==> src/tbts_pkg.sv <==
// tbts_pkg: constants and carrier types of the timebase trigger synchronizer.
// assumes one clock_in tick stands for one period of the 10 GHz sample clock.
package tbts_pkg;
   // clock frequencies in MHz
   localparam int SAMPLE_FREQ_MHZ = 10000;
   localparam int TB_FREQ_MHZ     = 1000;
   localparam int REF_FREQ_MHZ    = 250;
   // sample ticks per timebase period, timebase periods per reference period
   localparam int TB_DIV          = SAMPLE_FREQ_MHZ / TB_FREQ_MHZ;
   localparam int REF_DIV         = TB_FREQ_MHZ / REF_FREQ_MHZ;
   localparam int TB_HIGH         = TB_DIV / 2;
   localparam int TB_CNT_W        = $clog2(TB_DIV);
   localparam int REF_CNT_W       = $clog2(REF_DIV);
   // digitizer clock copies and reference clock copies
   localparam int DIG_COPIES      = 4;
   localparam int REF_COPIES      = 4;
   localparam int CAL_COPY        = 3;
   localparam int PHASE_W         = 2;
   localparam int INTERP_W        = 2;

   // clock outputs of the block
   typedef struct packed {
      logic [DIG_COPIES-1:0] digitizer_clock;
      logic                  timebase_clock;
      logic [REF_COPIES-1:0] reference_quarter_clock;
   } tbts_clocks_t;

   // trigger outputs of the block
   typedef struct packed {
      logic                timebase_trigger_pulse;
      logic                reference_trigger_pulse;
      logic [PHASE_W-1:0]  phase_code;
      logic [INTERP_W-1:0] interp_msb;
   } tbts_trig_t;
endpackage

==> src/tbts_mod_counter.sv <==
// tbts_mod_counter: modulo counter used for each division stage.
// assumes step_in is synchronous to clock_in.
module tbts_mod_counter #(
   parameter int MOD = 10,
   parameter int W   = 4
) (
   input  wire logic         clock_in,
   input  wire logic         rst_in,
   input  wire logic         step_in,
   output logic [W-1:0]      count_out,
   output logic [W-1:0]      count_nxt_out,
   output logic              wrap_out
);
   logic [W-1:0] count_ff;
   logic [W-1:0] nxt_count;

   // next count, wrapping at MOD
   always_comb begin
      wrap_out  = step_in && (count_ff == W'(MOD - 1));
      nxt_count = count_ff;
      if (wrap_out) begin
         nxt_count = '0;
      end else if (step_in) begin
         nxt_count = count_ff + W'(1);
      end
   end

   // count register
   always_ff @(posedge clock_in) begin
      if (rst_in) begin
         count_ff <= '0;
      end else begin
         count_ff <= nxt_count;
      end
   end

   assign count_out     = count_ff;
   assign count_nxt_out = nxt_count;
endmodule

==> src/tbts_core.sv <==
// tbts_core: timebase clock divider and trigger synchronizer.
// assumes clock_in is the sample clock; system_trigger_in is asynchronous.
// Function
// - divide sample clock into 1 GHz, 250 MHz
// - digitizer clocks pass only while run gated
// - reference clock is timebase divided by four
// - four reference copies in quadrature phase
// - calibrator reference copy off when unused
// - trigger resynchronised with two-flop synchroniser
// - one timebase trigger pulse per rising edge
// - one reference trigger pulse per rising edge
// - gate and reference trigger keep fixed reference phase
// - two-bit phase code from 500/250 MHz
// - trigger interpolation two MSBs from timebase
module tbts_core
   import tbts_pkg::*;
(
   input  wire logic              clock_in,
   input  wire logic              rst_in,
   input  wire logic              system_trigger_in,
   input  wire logic              digitizer_run_gate_in,
   input  wire logic              calibrator_enable_in,
   output tbts_pkg::tbts_clocks_t clocks_out,
   output tbts_pkg::tbts_trig_t   trig_out
);
   import tbts_pkg::*;

   logic [TB_CNT_W-1:0]   tb_cnt;
   logic [TB_CNT_W-1:0]   tb_cnt_nxt;
   logic                  tb_wrap;
   logic [REF_CNT_W-1:0]  q_cnt;
   logic [REF_CNT_W-1:0]  q_cnt_nxt;
   logic                  q_wrap;
   logic                  ref_bound;

   // divider chain: sample -> timebase -> reference
   tbts_mod_counter #(.MOD(TB_DIV), .W(TB_CNT_W)) u_tb_div (
      .clock_in      (clock_in),
      .rst_in        (rst_in),
      .step_in       (1'b1),
      .count_out     (tb_cnt),
      .count_nxt_out (tb_cnt_nxt),
      .wrap_out      (tb_wrap)
   );

   tbts_mod_counter #(.MOD(REF_DIV), .W(REF_CNT_W)) u_ref_div (
      .clock_in      (clock_in),
      .rst_in        (rst_in),
      .step_in       (tb_wrap),
      .count_out     (q_cnt),
      .count_nxt_out (q_cnt_nxt),
      .wrap_out      (q_wrap)
   );

   assign ref_bound = q_wrap;

   // clock generation state
   logic                  tb_clk_ff,   nxt_tb_clk;
   logic [REF_COPIES-1:0] ref_clk_ff,  nxt_ref_clk;
   logic [DIG_COPIES-1:0] dig_clk_ff,  nxt_dig_clk;
   logic                  run_gate_ff, nxt_run_gate;
   logic                  cal_gate_ff, nxt_cal_gate;

   // clock levels follow the next divider phase so they align with the pulses
   always_comb begin
      logic [REF_CNT_W-1:0] ph;
      ph           = '0;
      nxt_tb_clk   = (tb_cnt_nxt < TB_CNT_W'(TB_HIGH));
      nxt_run_gate = ref_bound ? digitizer_run_gate_in : run_gate_ff;
      nxt_cal_gate = ref_bound ? calibrator_enable_in : cal_gate_ff;
      for (int k = 0; k < REF_COPIES; k++) begin
         ph             = q_cnt_nxt - REF_CNT_W'(k);
         nxt_ref_clk[k] = !ph[REF_CNT_W-1];
      end
      nxt_ref_clk[CAL_COPY] = nxt_ref_clk[CAL_COPY] && nxt_cal_gate;
      nxt_dig_clk = {DIG_COPIES{nxt_tb_clk && nxt_run_gate}};
   end

   // clock registers
   always_ff @(posedge clock_in) begin
      if (rst_in) begin
         tb_clk_ff   <= 1'b0;
         ref_clk_ff  <= '0;
         dig_clk_ff  <= '0;
         run_gate_ff <= 1'b0;
         cal_gate_ff <= 1'b0;
      end else begin
         tb_clk_ff   <= nxt_tb_clk;
         ref_clk_ff  <= nxt_ref_clk;
         dig_clk_ff  <= nxt_dig_clk;
         run_gate_ff <= nxt_run_gate;
         cal_gate_ff <= nxt_cal_gate;
      end
   end

   // trigger state
   logic                sync1_ff, sync2_ff, sync3_ff;
   logic                trig_rise;
   logic                pend_tb_ff,  nxt_pend_tb;
   logic                pend_ref_ff, nxt_pend_ref;
   logic                tb_pulse_ff, nxt_tb_pulse;
   logic                ref_pulse_ff, nxt_ref_pulse;
   logic [PHASE_W-1:0]  phase_ff,  nxt_phase;
   logic [INTERP_W-1:0] interp_ff, nxt_interp;

   assign trig_rise = sync2_ff && !sync3_ff;

   // pending flags: a new edge wins over the clear at a boundary
   always_comb begin
      nxt_pend_tb   = trig_rise || (pend_tb_ff && !tb_wrap);
      nxt_pend_ref  = trig_rise || (pend_ref_ff && !ref_bound);
      nxt_tb_pulse  = tb_wrap ? pend_tb_ff : tb_pulse_ff;
      nxt_ref_pulse = ref_bound ? pend_ref_ff : ref_pulse_ff;
      // phase code: bit0 is the 500 MHz level, bit1 the 250 MHz level
      nxt_phase     = (tb_wrap && pend_tb_ff) ? q_cnt_nxt : phase_ff;
      // interpolation MSBs: timebase phase scaled to four steps
      nxt_interp    = trig_rise ? INTERP_W'((32'(tb_cnt) * 4) / TB_DIV) : interp_ff;
   end

   // trigger registers; sync1 is read by sync2 only
   always_ff @(posedge clock_in) begin
      if (rst_in) begin
         sync1_ff     <= 1'b0;
         sync2_ff     <= 1'b0;
         sync3_ff     <= 1'b0;
         pend_tb_ff   <= 1'b0;
         pend_ref_ff  <= 1'b0;
         tb_pulse_ff  <= 1'b0;
         ref_pulse_ff <= 1'b0;
         phase_ff     <= '0;
         interp_ff    <= '0;
      end else begin
         sync1_ff     <= system_trigger_in;
         sync2_ff     <= sync1_ff;
         sync3_ff     <= sync2_ff;
         pend_tb_ff   <= nxt_pend_tb;
         pend_ref_ff  <= nxt_pend_ref;
         tb_pulse_ff  <= nxt_tb_pulse;
         ref_pulse_ff <= nxt_ref_pulse;
         phase_ff     <= nxt_phase;
         interp_ff    <= nxt_interp;
      end
   end

   // output carriers
   assign clocks_out.digitizer_clock         = dig_clk_ff;
   assign clocks_out.timebase_clock          = tb_clk_ff;
   assign clocks_out.reference_quarter_clock = ref_clk_ff;
   assign trig_out.timebase_trigger_pulse    = tb_pulse_ff;
   assign trig_out.reference_trigger_pulse   = ref_pulse_ff;
   assign trig_out.phase_code                = phase_ff;
   assign trig_out.interp_msb                = interp_ff;

   // settle counter for the checks: the first divider periods after reset
   // are short, so the period checks wait one reference period
   localparam int SETTLE_CYC = TB_DIV * REF_DIV;
   localparam int SETTLE_W   = $clog2(SETTLE_CYC + 1);
   logic [SETTLE_W-1:0] settle_ff, nxt_settle;
   logic                settled;

   assign settled = (settle_ff == SETTLE_W'(SETTLE_CYC));

   // settle count, saturating once settled
   always_comb begin
      nxt_settle = settle_ff;
      if (!settled) begin
         nxt_settle = settle_ff + SETTLE_W'(1);
      end
   end

   // settle register
   always_ff @(posedge clock_in) begin
      if (rst_in) begin
         settle_ff <= '0;
      end else begin
         settle_ff <= nxt_settle;
      end
   end
endmodule

==> config.mk <==
export PLATFORM = sky130hd
export DESIGN_NAME = tbts_core
export DESIGN_NICKNAME = d
export VERILOG_FILES = /design/src/tbts_pkg.sv /design/src/tbts_mod_counter.sv /design/src/tbts_core.sv
export SDC_FILE = /design/constraint.sdc
export NUM_CORES = 1
export LEC_CHECK = 0
export CORE_ASPECT_RATIO = 0.7
export CORE_UTILIZATION = 49
export CTS_BUF_LIST = sky130_fd_sc_hd__clkbuf_8 sky130_fd_sc_hd__clkbuf_16
export DETAILED_ROUTE_END_ITERATION = 16
export DONT_BUFFER_PORTS = 1
export RECOVER_POWER = 100
export SYNTH_ARGS = -nofsm -noshare
export SYNTH_HDL_FRONTEND = slang
export SYNTH_SLANG_ARGS = --single-unit
==> constraint.sdc <==
create_clock -name clock_in -period 2.44 [get_ports clock_in]
set_input_delay 0.122 -clock clock_in [delete_from_list [all_inputs] [get_ports clock_in]]
set_output_delay 0.122 -clock clock_in [all_outputs]
set_load 0.02 [all_outputs]
== Word level (Yosys, flattened, before mapping) ==
Index checks and enable logic that the tools add are counted.
Storage, ports and cells
  register bits: 25
  output and inout bits: 15
Cells by class
  add/sub/neg operators: 5
  div/mod/pow operators: 1
  $lt $le $gt $ge: 1
  eq/ne operators: 2
  multiplexer cells: 5
  reductions and logical operators: 16
Operators by type and width (number)
  6-bit by 4-bit divider with 32-bit output (second input constant): 1
  1-bit logical AND: 7
  1-bit zero test: 7
  4-bit by 1-bit adder with 4-bit output (second input constant): 1
  4-bit == test (second input constant): 1
  4-bit by 3-bit < comparator with 1-bit output (second input constant): 1
  2-bit two-way mux: 2
  4-bit two-way mux: 1
  2-bit subtractor (second input constant): 2
  2-bit by 1-bit adder with 2-bit output (second input constant): 1
  2-bit == test (second input constant): 1
  1-bit logical OR: 2
  1-bit two-way mux: 2
  2-bit by 1-bit subtractor with 2-bit output (second input constant): 1

== Depth between registers and ports, before layout ==
Gate-level depths: netlist of run 1.
  depth after elaboration: 6
  depth in mapped cells: 11
  gate-level depth less buffers: 9

== Hierarchy ==
From an unflattened synthesis of run 1, not the netlist that was laid out.
Unflattened totals
  cell total of the unflattened synthesis: 139
  area total of the unflattened synthesis: 1231.2 um2
Modules (own cells, without submodules)
  tbts_core: times used 1, cells each 98, area an instance 882.1 um2, sequential area each 380.4 um2
  tbts_mod_counter at u_tb_div: times used 1, cells each 31, area an instance 249.0 um2, sequential area each 80.1 um2
  tbts_mod_counter at u_ref_div: times used 1, cells each 10, area an instance 100.1 um2, sequential area each 40.0 um2

== Worst setup path before layout of run 1 ==
Ideal clock, no wire load.
  kind: flip-flop to flip-flop
  start point: register u_tb_div.count_ff[1], in the netlist u_tb_div.count_out[1]
  end point: register interp_ff[0]
  data arrival time: 1984 ps
  data required time: 2314 ps
  slack: 329 ps
  cell stages (with the launch flop): 12
  path buffers: 2
  path through: dfxtp_1 > buf_6 > buf_6 > inv_1 > ha_1 > inv_1 > ha_1 > and2_1 > a221o_1 > a21o_1 > a211oi_2 > a31oi_1
On the way
  cells in the longest elaborated chain, start to end: 1
RTL lines
  from (decl): line tbts_mod_counter.sv:14  | logic [W-1:0] count_ff;
  from (signal assigned): line tbts_mod_counter.sv:33  | count_ff <= nxt_count;
  6-bit by 4-bit divider with 32-bit output: line tbts_core.sv:117  | nxt_interp = trig_rise ? INTERP_W'((32'(tb_cnt) * 4) / TB_DIV) : interp_ff;
  to (signal assigned): line tbts_core.sv:141  | interp_ff <= nxt_interp;
  to (decl): line tbts_core.sv:104  | logic [INTERP_W-1:0] interp_ff, nxt_interp;
No other way between the ends.
A chain may end at the register's enable or synchronous reset.

== Final worst setup path of run 1 ==
Same ends and word-level chain as after synthesis.

==> impl_metrics.tcl, run 1 <==
set metrics [dict create \
    final_area_um2 1410 \
    rows 15 \
    crit_fanout 13 \
    finalSetupViolCount 0 \
    pwr_density_cell_nw_per_um2 629 \
    ir_drop_v 0.000405 \
    drcViolationCount 0 \
    leakagePower_nw 0.592 \
    start_util 0.533 \
    syn_inst 161 \
    cts_max_level 1 \
    maxCapViolCount 0 \
    outcome "finished clean" \
    post_cts_resized 0 \
    yosys_most_used_dff "dfxtp_1" \
    crit_arrival_ns 2.48 \
    pre_cts_ws_ns 0.227 \
    drive_above_1_share 0.0955 \
    hold_path.class "input port to flop" \
    cts-root-buf "clkbuf_8" \
    worstSkewPairLatency_ns 0.26 \
    clock-sinks 24 \
    critPathLaunch "u_tb_div.count_out[1]$_SDFF_PP0_" \
    cts_tree "built" \
    grt_pass1_vias 880 \
    crit_path_start_kind "flop" \
    n_antenna_cell 0 \
    cts-root-to-sink-buffers 2 \
    dr.pass1.iters 4 \
    netlist_top_cells_area "dfxtp_1, ha_1, a21oi_1" \
    netlist_area_um2 1350 \
    grt-ovfl-total 0 \
    die_w_um 64.8 \
    crit_path_end "interp_ff[0]$_SDFFE_PP0P_" \
    path_cells "buf_4 > nor2b_1 > a21oi_1 > ha_1 > nor2_1 > o21ai_0 > a21oi_1 > or4_1 > a31oi_1" \
    seqPwrFrac 0.473 \
    cp_top_family "simple AND/OR/NAND/NOR gates" \
    cp.required_ns 2.64 \
    antenna_found_initial 0 \
    rrSetupSlack_ns 0.16 \
    syn_avg_cell_area_um2 8.39 \
    min_period_over_period 0.935 \
    numCtsBuffers 3 \
    worstPathBufferInverterCount 1 \
    cpMostUsedCell "a21oi_1" \
    path_depth 9 \
    path_clk_slew_ns 0.08 \
    synth_nets 173 \
    crit_path_max_incr_delay_ns 0.52 \
    viasPerCell 5.55 \
    synth.distinct_cells 40 \
    yosysWarnings 0 \
    finalNetCount 170 \
    worst-setup-path-type "flop to flop" \
    max_freq_mhz 438 \
    grt_setup_unrepaired "no" \
    drt-wirelength-per-cell_um 13.6 \
    drt_iter0_markers 63 \
    grt_max_degree 22 \
    synth_seq_cells 24 \
    place.gp.congestion 0.939 \
    synth_top_area_share 0.356 \
    slew_headroom 0.486 \
    yosysMostFrequentCell "dfxtp_1" \
    detail-route-antenna-nets 0 \
    clock_power_share 0.381 \
    synth_top_cell_by_area "dfxtp_1" \
    r2r_start "u_tb_div.count_out[1]$_SDFF_PP0_" \
    dpl.hpwl_um 1940 \
    synth-seq-area-share 0.356 \
    routed_wl_um 2600 \
    placed_cell_area_um2 1320 \
    ys_async_sr_fraction 0 \
    track_usage 0.192 \
    die_h_um 45.9 \
    dr_total_vias 1060 \
    p_comb_frac 0.146 \
    synthTopCellsByCount "dfxtp_1, a21oi_1, nor2_1" \
    holdPathStages 2 \
    syn_to_final_growth_pct 4.07 \
    reg2reg_to "interp_ff[0]$_SDFFE_PP0P_" \
    setup_tns_ns 0 \
    crit_path_top_delay_cell "or4_1" \
    fin_skew_ns 0.00970 \
    worstSetupEndpointType "flop" \
    p_total_uw 884 \
    numPortBuffers 0 \
    die_area_um2 2970 \
    min_period_ns 2.28 \
    p_switching_uw 206 \
    internal_power_uw 678 \
    grt_pass1_wl_um 4210 \
    core-area_um2 2530 \
    worst_pin_slew_ns 0.770 \
    p_sw_frac 0.233 \
    final_hold_viol_count 0 \
    io-pin-count 20 \
    timing.hold.ws_ns 0.0104 \
    maxSlewViolCount 0 \
    setup_slack_ns 0.159 \
    worstRegToRegCells 9 \
    synth_edf_count 0 \
]
-- power groups by stage --
stage               Sequential [mW]  Combinational [mW]  Clock (mW)
floorplan                     0.424               0.108           0
global placement              0.426               0.123           0
detailed placement            0.427               0.120           0
CTS                           0.418               0.128       0.348
global route                  0.420               0.145       0.364
finish                        0.418               0.129       0.337
-- area by class of cell --
type | count | area [µm²]
clock buffer | 3 | 41.3
clock inverter | 1 | 30.0
fill | 245 | 1130
inverter | 5 | 18.8
multi-input combinational | 117 | 739
sequential | 24 | 480
tap | 34 | 42.5
timing repair buffer | 7 | 53.8
-- through the flow --
step | utilization | std cells
global placement | 0.520 | 185
CTS | 0.557 | 191
floorplan | - | 161
detailed placement | 0.520 | 185
finish | 0.555 | 191
global route | 0.555 | 191
-- cell families after synthesis --
| family | count (synthesis) | synth area share |
|---|---|---|
| DFF | 24 | 0.356 |
| AOI/OAI and AO/OA | 37 | 0.177 |
| buffers and inverters | 20 | 0.0972 |
| muxes | 4 | 0.0296 |
| xor gates and xnor gates | 5 | 0.0324 |
| and+or+nand+nor | 64 | 0.244 |
| adders and majority gates | 7 | 0.0648 |
-- placed cells by master, fill, tap and decap left out, types with 2 or more instances in the layout --
cell and n:
and2_1 3, nand2b_1 2, nand2_1 12, clkbuf_8 3, nor2b_1 9, nor3b_1 2, nor3_1 7, a221oi_1 2
xor2_1 2, inv_1 4, buf_4 4, mux2i_1 4, a31oi_1 4, xnor2_1 3, dlygate4sd3_1 2, ha_1 7
dfxtp_1 24, a21oi_1 16, o21ai_0 4, nor2_1 16, o21bai_1 3, a21o_2 2, nand3_1 4
-- worst min path at each step --
stage | from | endpoint
floorplan | rst_in | cal_gate_ff$_SDFF_PP0_
global placement | rst_in | u_tb_div.count_out[0]$_SDFF_PP0_
detailed placement | rst_in | tb_pulse_ff$_SDFFE_PP0P_
CTS | rst_in | interp_ff[0]$_SDFFE_PP0P_
global route | rst_in | interp_ff[0]$_SDFFE_PP0P_
finish | rst_in | interp_ff[0]$_SDFFE_PP0P_
-- routing by layer --
layer,up-vias,part of all wire,global-route usage
met5,-,0,0
met4,0,0.0031,0.0400
met3,2,0.090,0.0600
met2,39,0.39,0.263
met1,479,0.52,0.288
li1,540,-,-
-- what timing repair did --
action	CTS	global route
hold buffers	2	0
buffers inserted	0	0
hold endpoints to repair	21	0
-- state kept, by name, summed over array words and instances, names as in the netlist --
name and cells:
sync3_ff 1, pend_tb_ff 1, run_gate_ff 1, phase_ff 2, dig_clk_ff 1, ref_clk_ff 4
tb_pulse_ff 1, pend_ref_ff 1, sync2_ff 1, u_tb_div.count_out 4, tb_clk_ff 1, sync1_ff 1
cal_gate_ff 1, u_ref_div.count_out 1, ref_pulse_ff 1, interp_ff 2
Power figures use the tool's default switching activity.
==> run 2, diff against run 1 <==
--- a/config.mk
+++ b/config.mk
@@ -6,7 +6,7 @@
 export NUM_CORES = 1
 export LEC_CHECK = 0
 export CORE_ASPECT_RATIO = 0.7
-export CORE_UTILIZATION = 49
+export CORE_UTILIZATION = 35
 export CTS_BUF_LIST = sky130_fd_sc_hd__clkbuf_8 sky130_fd_sc_hd__clkbuf_16
 export DETAILED_ROUTE_END_ITERATION = 16
 export DONT_BUFFER_PORTS = 1
==> run 2 against run 1 <==
Compared with the run above: combinational power shrank 3%; worst setup slack better by 0.084 ns; critical path depth down 1; global-route usage shrank 5.9 points; wire length grew 5.6%; die area grew 38%; fmax grew 3.8%; first-iteration DRC count is 71% higher; sequential cell count is the same; highest routed layer unchanged; hold slack better by 0.0052 ns; largest power group unchanged.
==> impl_metrics.tcl, run 2 (same netlist as run 1, synthesis figures left out) <==
set metrics [dict create \
    clock-sinks 24 \
    max_freq_mhz 455 \
    finalNetCount 169 \
    drcViolationCount 0 \
    finalSetupViolCount 0 \
    grt_setup_unrepaired "no" \
    drt_iter0_markers 108 \
    n_antenna_cell 0 \
    cp.required_ns 2.64 \
    fin_skew_ns 0.00479 \
    grt_max_degree 22 \
    maxCapViolCount 0 \
    placedCellCount 200 \
    die_w_um 76.3 \
    final_common_cell "dfxtp_1" \
    setup_tns_ns 0 \
    crit_fanout 9 \
    rrSetupSlack_ns 0.24 \
    worstSetupEndpointType "flop" \
    place.gp.congestion 0.941 \
    pwr_density_cell_nw_per_um2 577 \
    die_area_um2 4120 \
    p_total_uw 811 \
    slew_headroom 0.492 \
    track_usage 0.134 \
    drive_above_1_share 0.0962 \
    cts-root-buf "clkbuf_8" \
    numPortBuffers 0 \
    worst-setup-path-type "flop to flop" \
    min_period_ns 2.20 \
    cts-root-to-sink-buffers 2 \
    outcome "finished clean" \
    nFillCells 382 \
    maxSlewViolCount 0 \
    grt-ovfl-total 0 \
    min_period_over_period 0.900 \
    grt_pass1_wl_um 4170 \
    mostFrequentLayoutCells "dfxtp_1, a21oi_1, nor2_1, nand2_1, nor2b_1" \
    grt_pass1_vias 840 \
    start_util 0.375 \
    antenna_found_initial 0 \
    viasPerCell 5.23 \
    drt-wirelength-per-cell_um 13.3 \
    die_h_um 54.0 \
    cts_max_level 1 \
    numCtsBuffers 3 \
    detail-route-antenna-nets 0 \
    routed_wl_um 2750 \
    final_hold_viol_count 0 \
    path_clk_slew_ns 0.08 \
    crit_path_start_kind "flop" \
    worstSkewPairLatency_ns 0.27 \
    timing.hold.ws_ns 0.0157 \
    worst_pin_slew_ns 0.760 \
    cts_tree "built" \
    dpl.hpwl_um 2010 \
    core-area_um2 3600 \
    ir_drop_v 0.000266 \
    rows 18 \
    io-pin-count 20 \
    leakagePower_nw 0.580 \
    syn_to_final_growth_pct 3.98 \
    dr.pass1.iters 4 \
    hold_path.class "input port to flop" \
    dr_total_vias 1078 \
    crit_arrival_ns 2.40 \
    stdcell_count 206 \
]
## run 2: cell count changes in the layout (fill, tap and decap cells not counted), sizes merged
cell / before / now
bufinv: 1 / 0
buf: 4 / 3
clkbuf: 4 / 5
## run 2: routing by layer
layer  part of all wire  track usage  vias up
met5                  0            0        -
met4             0.0091       0.0385        0
met3              0.079       0.0441        5
met2               0.40        0.183       48
met1               0.51        0.194      481
li1                   -            -      544
## run 2: power by group
group	internal [mW]	switching, mW	leakage, nW
Combinational	0.0519	0.0728	0.356
Clock	0.144	0.121	0.0288
Sequential	0.404	0.0165	0.196
Total	0.600	0.211	0.580
## run 2: path summary, 6_finish.rpt
check                                                 startpoint                         to  cells past startpoint
worst max-delay path            u_tb_div.count_out[1]$_SDFF_PP0_  interp_ff[0]$_SDFFE_PP0P_                      8
worst min-delay path                                      rst_in  interp_ff[1]$_SDFFE_PP0P_                      2
worst max register to register  u_tb_div.count_out[1]$_SDFF_PP0_  interp_ff[0]$_SDFFE_PP0P_                      8
worst min register to register               sync1_ff$_SDFF_PP0_        sync2_ff$_SDFF_PP0_                      1
## run 2: final cells by class
| class | instances | area [µm²] | share of cell area |
|---|---|---|---|
| Inverter | 5 | 18.8 | 0.0134 |
| Timing Repair Buffer | 6 | 46.3 | 0.0329 |
| Tap cell | 50 | 62.6 | 0.0445 |
| Sequential cell | 24 | 480 | 0.342 |
| Multi-Input combinational cell | 117 | 742 | 0.528 |
| Clock buffer | 4 | 55.1 | 0.0392 |
## run 2: worst max-delay path, cell delays in order (launching register included)
cell and delay [ns]:
dfxtp_1 0.48, inv_1 0.13, a21oi_1 0.27, ha_2 0.31
nor2_1 0.08, o21ai_0 0.08, a21oi_1 0.10, or4_1 0.53
a31oi_1 0.16
## run 2: what timing repair did
item / in CTS / in global routing
buffers inserted: 0 / 0
resized for setup: 0 / 1
setup endpoints to repair: 0 / 1
endpoints found under the hold margin: 21 / 0
hold buffers: 2 / 0
## run 2: per-stage QoR
| step | setup WS, ns | util | instance area [µm²] |
|---|---|---|---|
| final | 0.243 | 0.390 | 1410 |
| after detailed placement | 0.250 | 0.369 | 1330 |
| after global routing | 0.0118 | 0.390 | 1410 |
| after global placement | 0.313 | 0.369 | 1330 |
| after CTS | 0.223 | 0.390 | 1410 |
| after floorplan | 0.329 | - | 1350 |
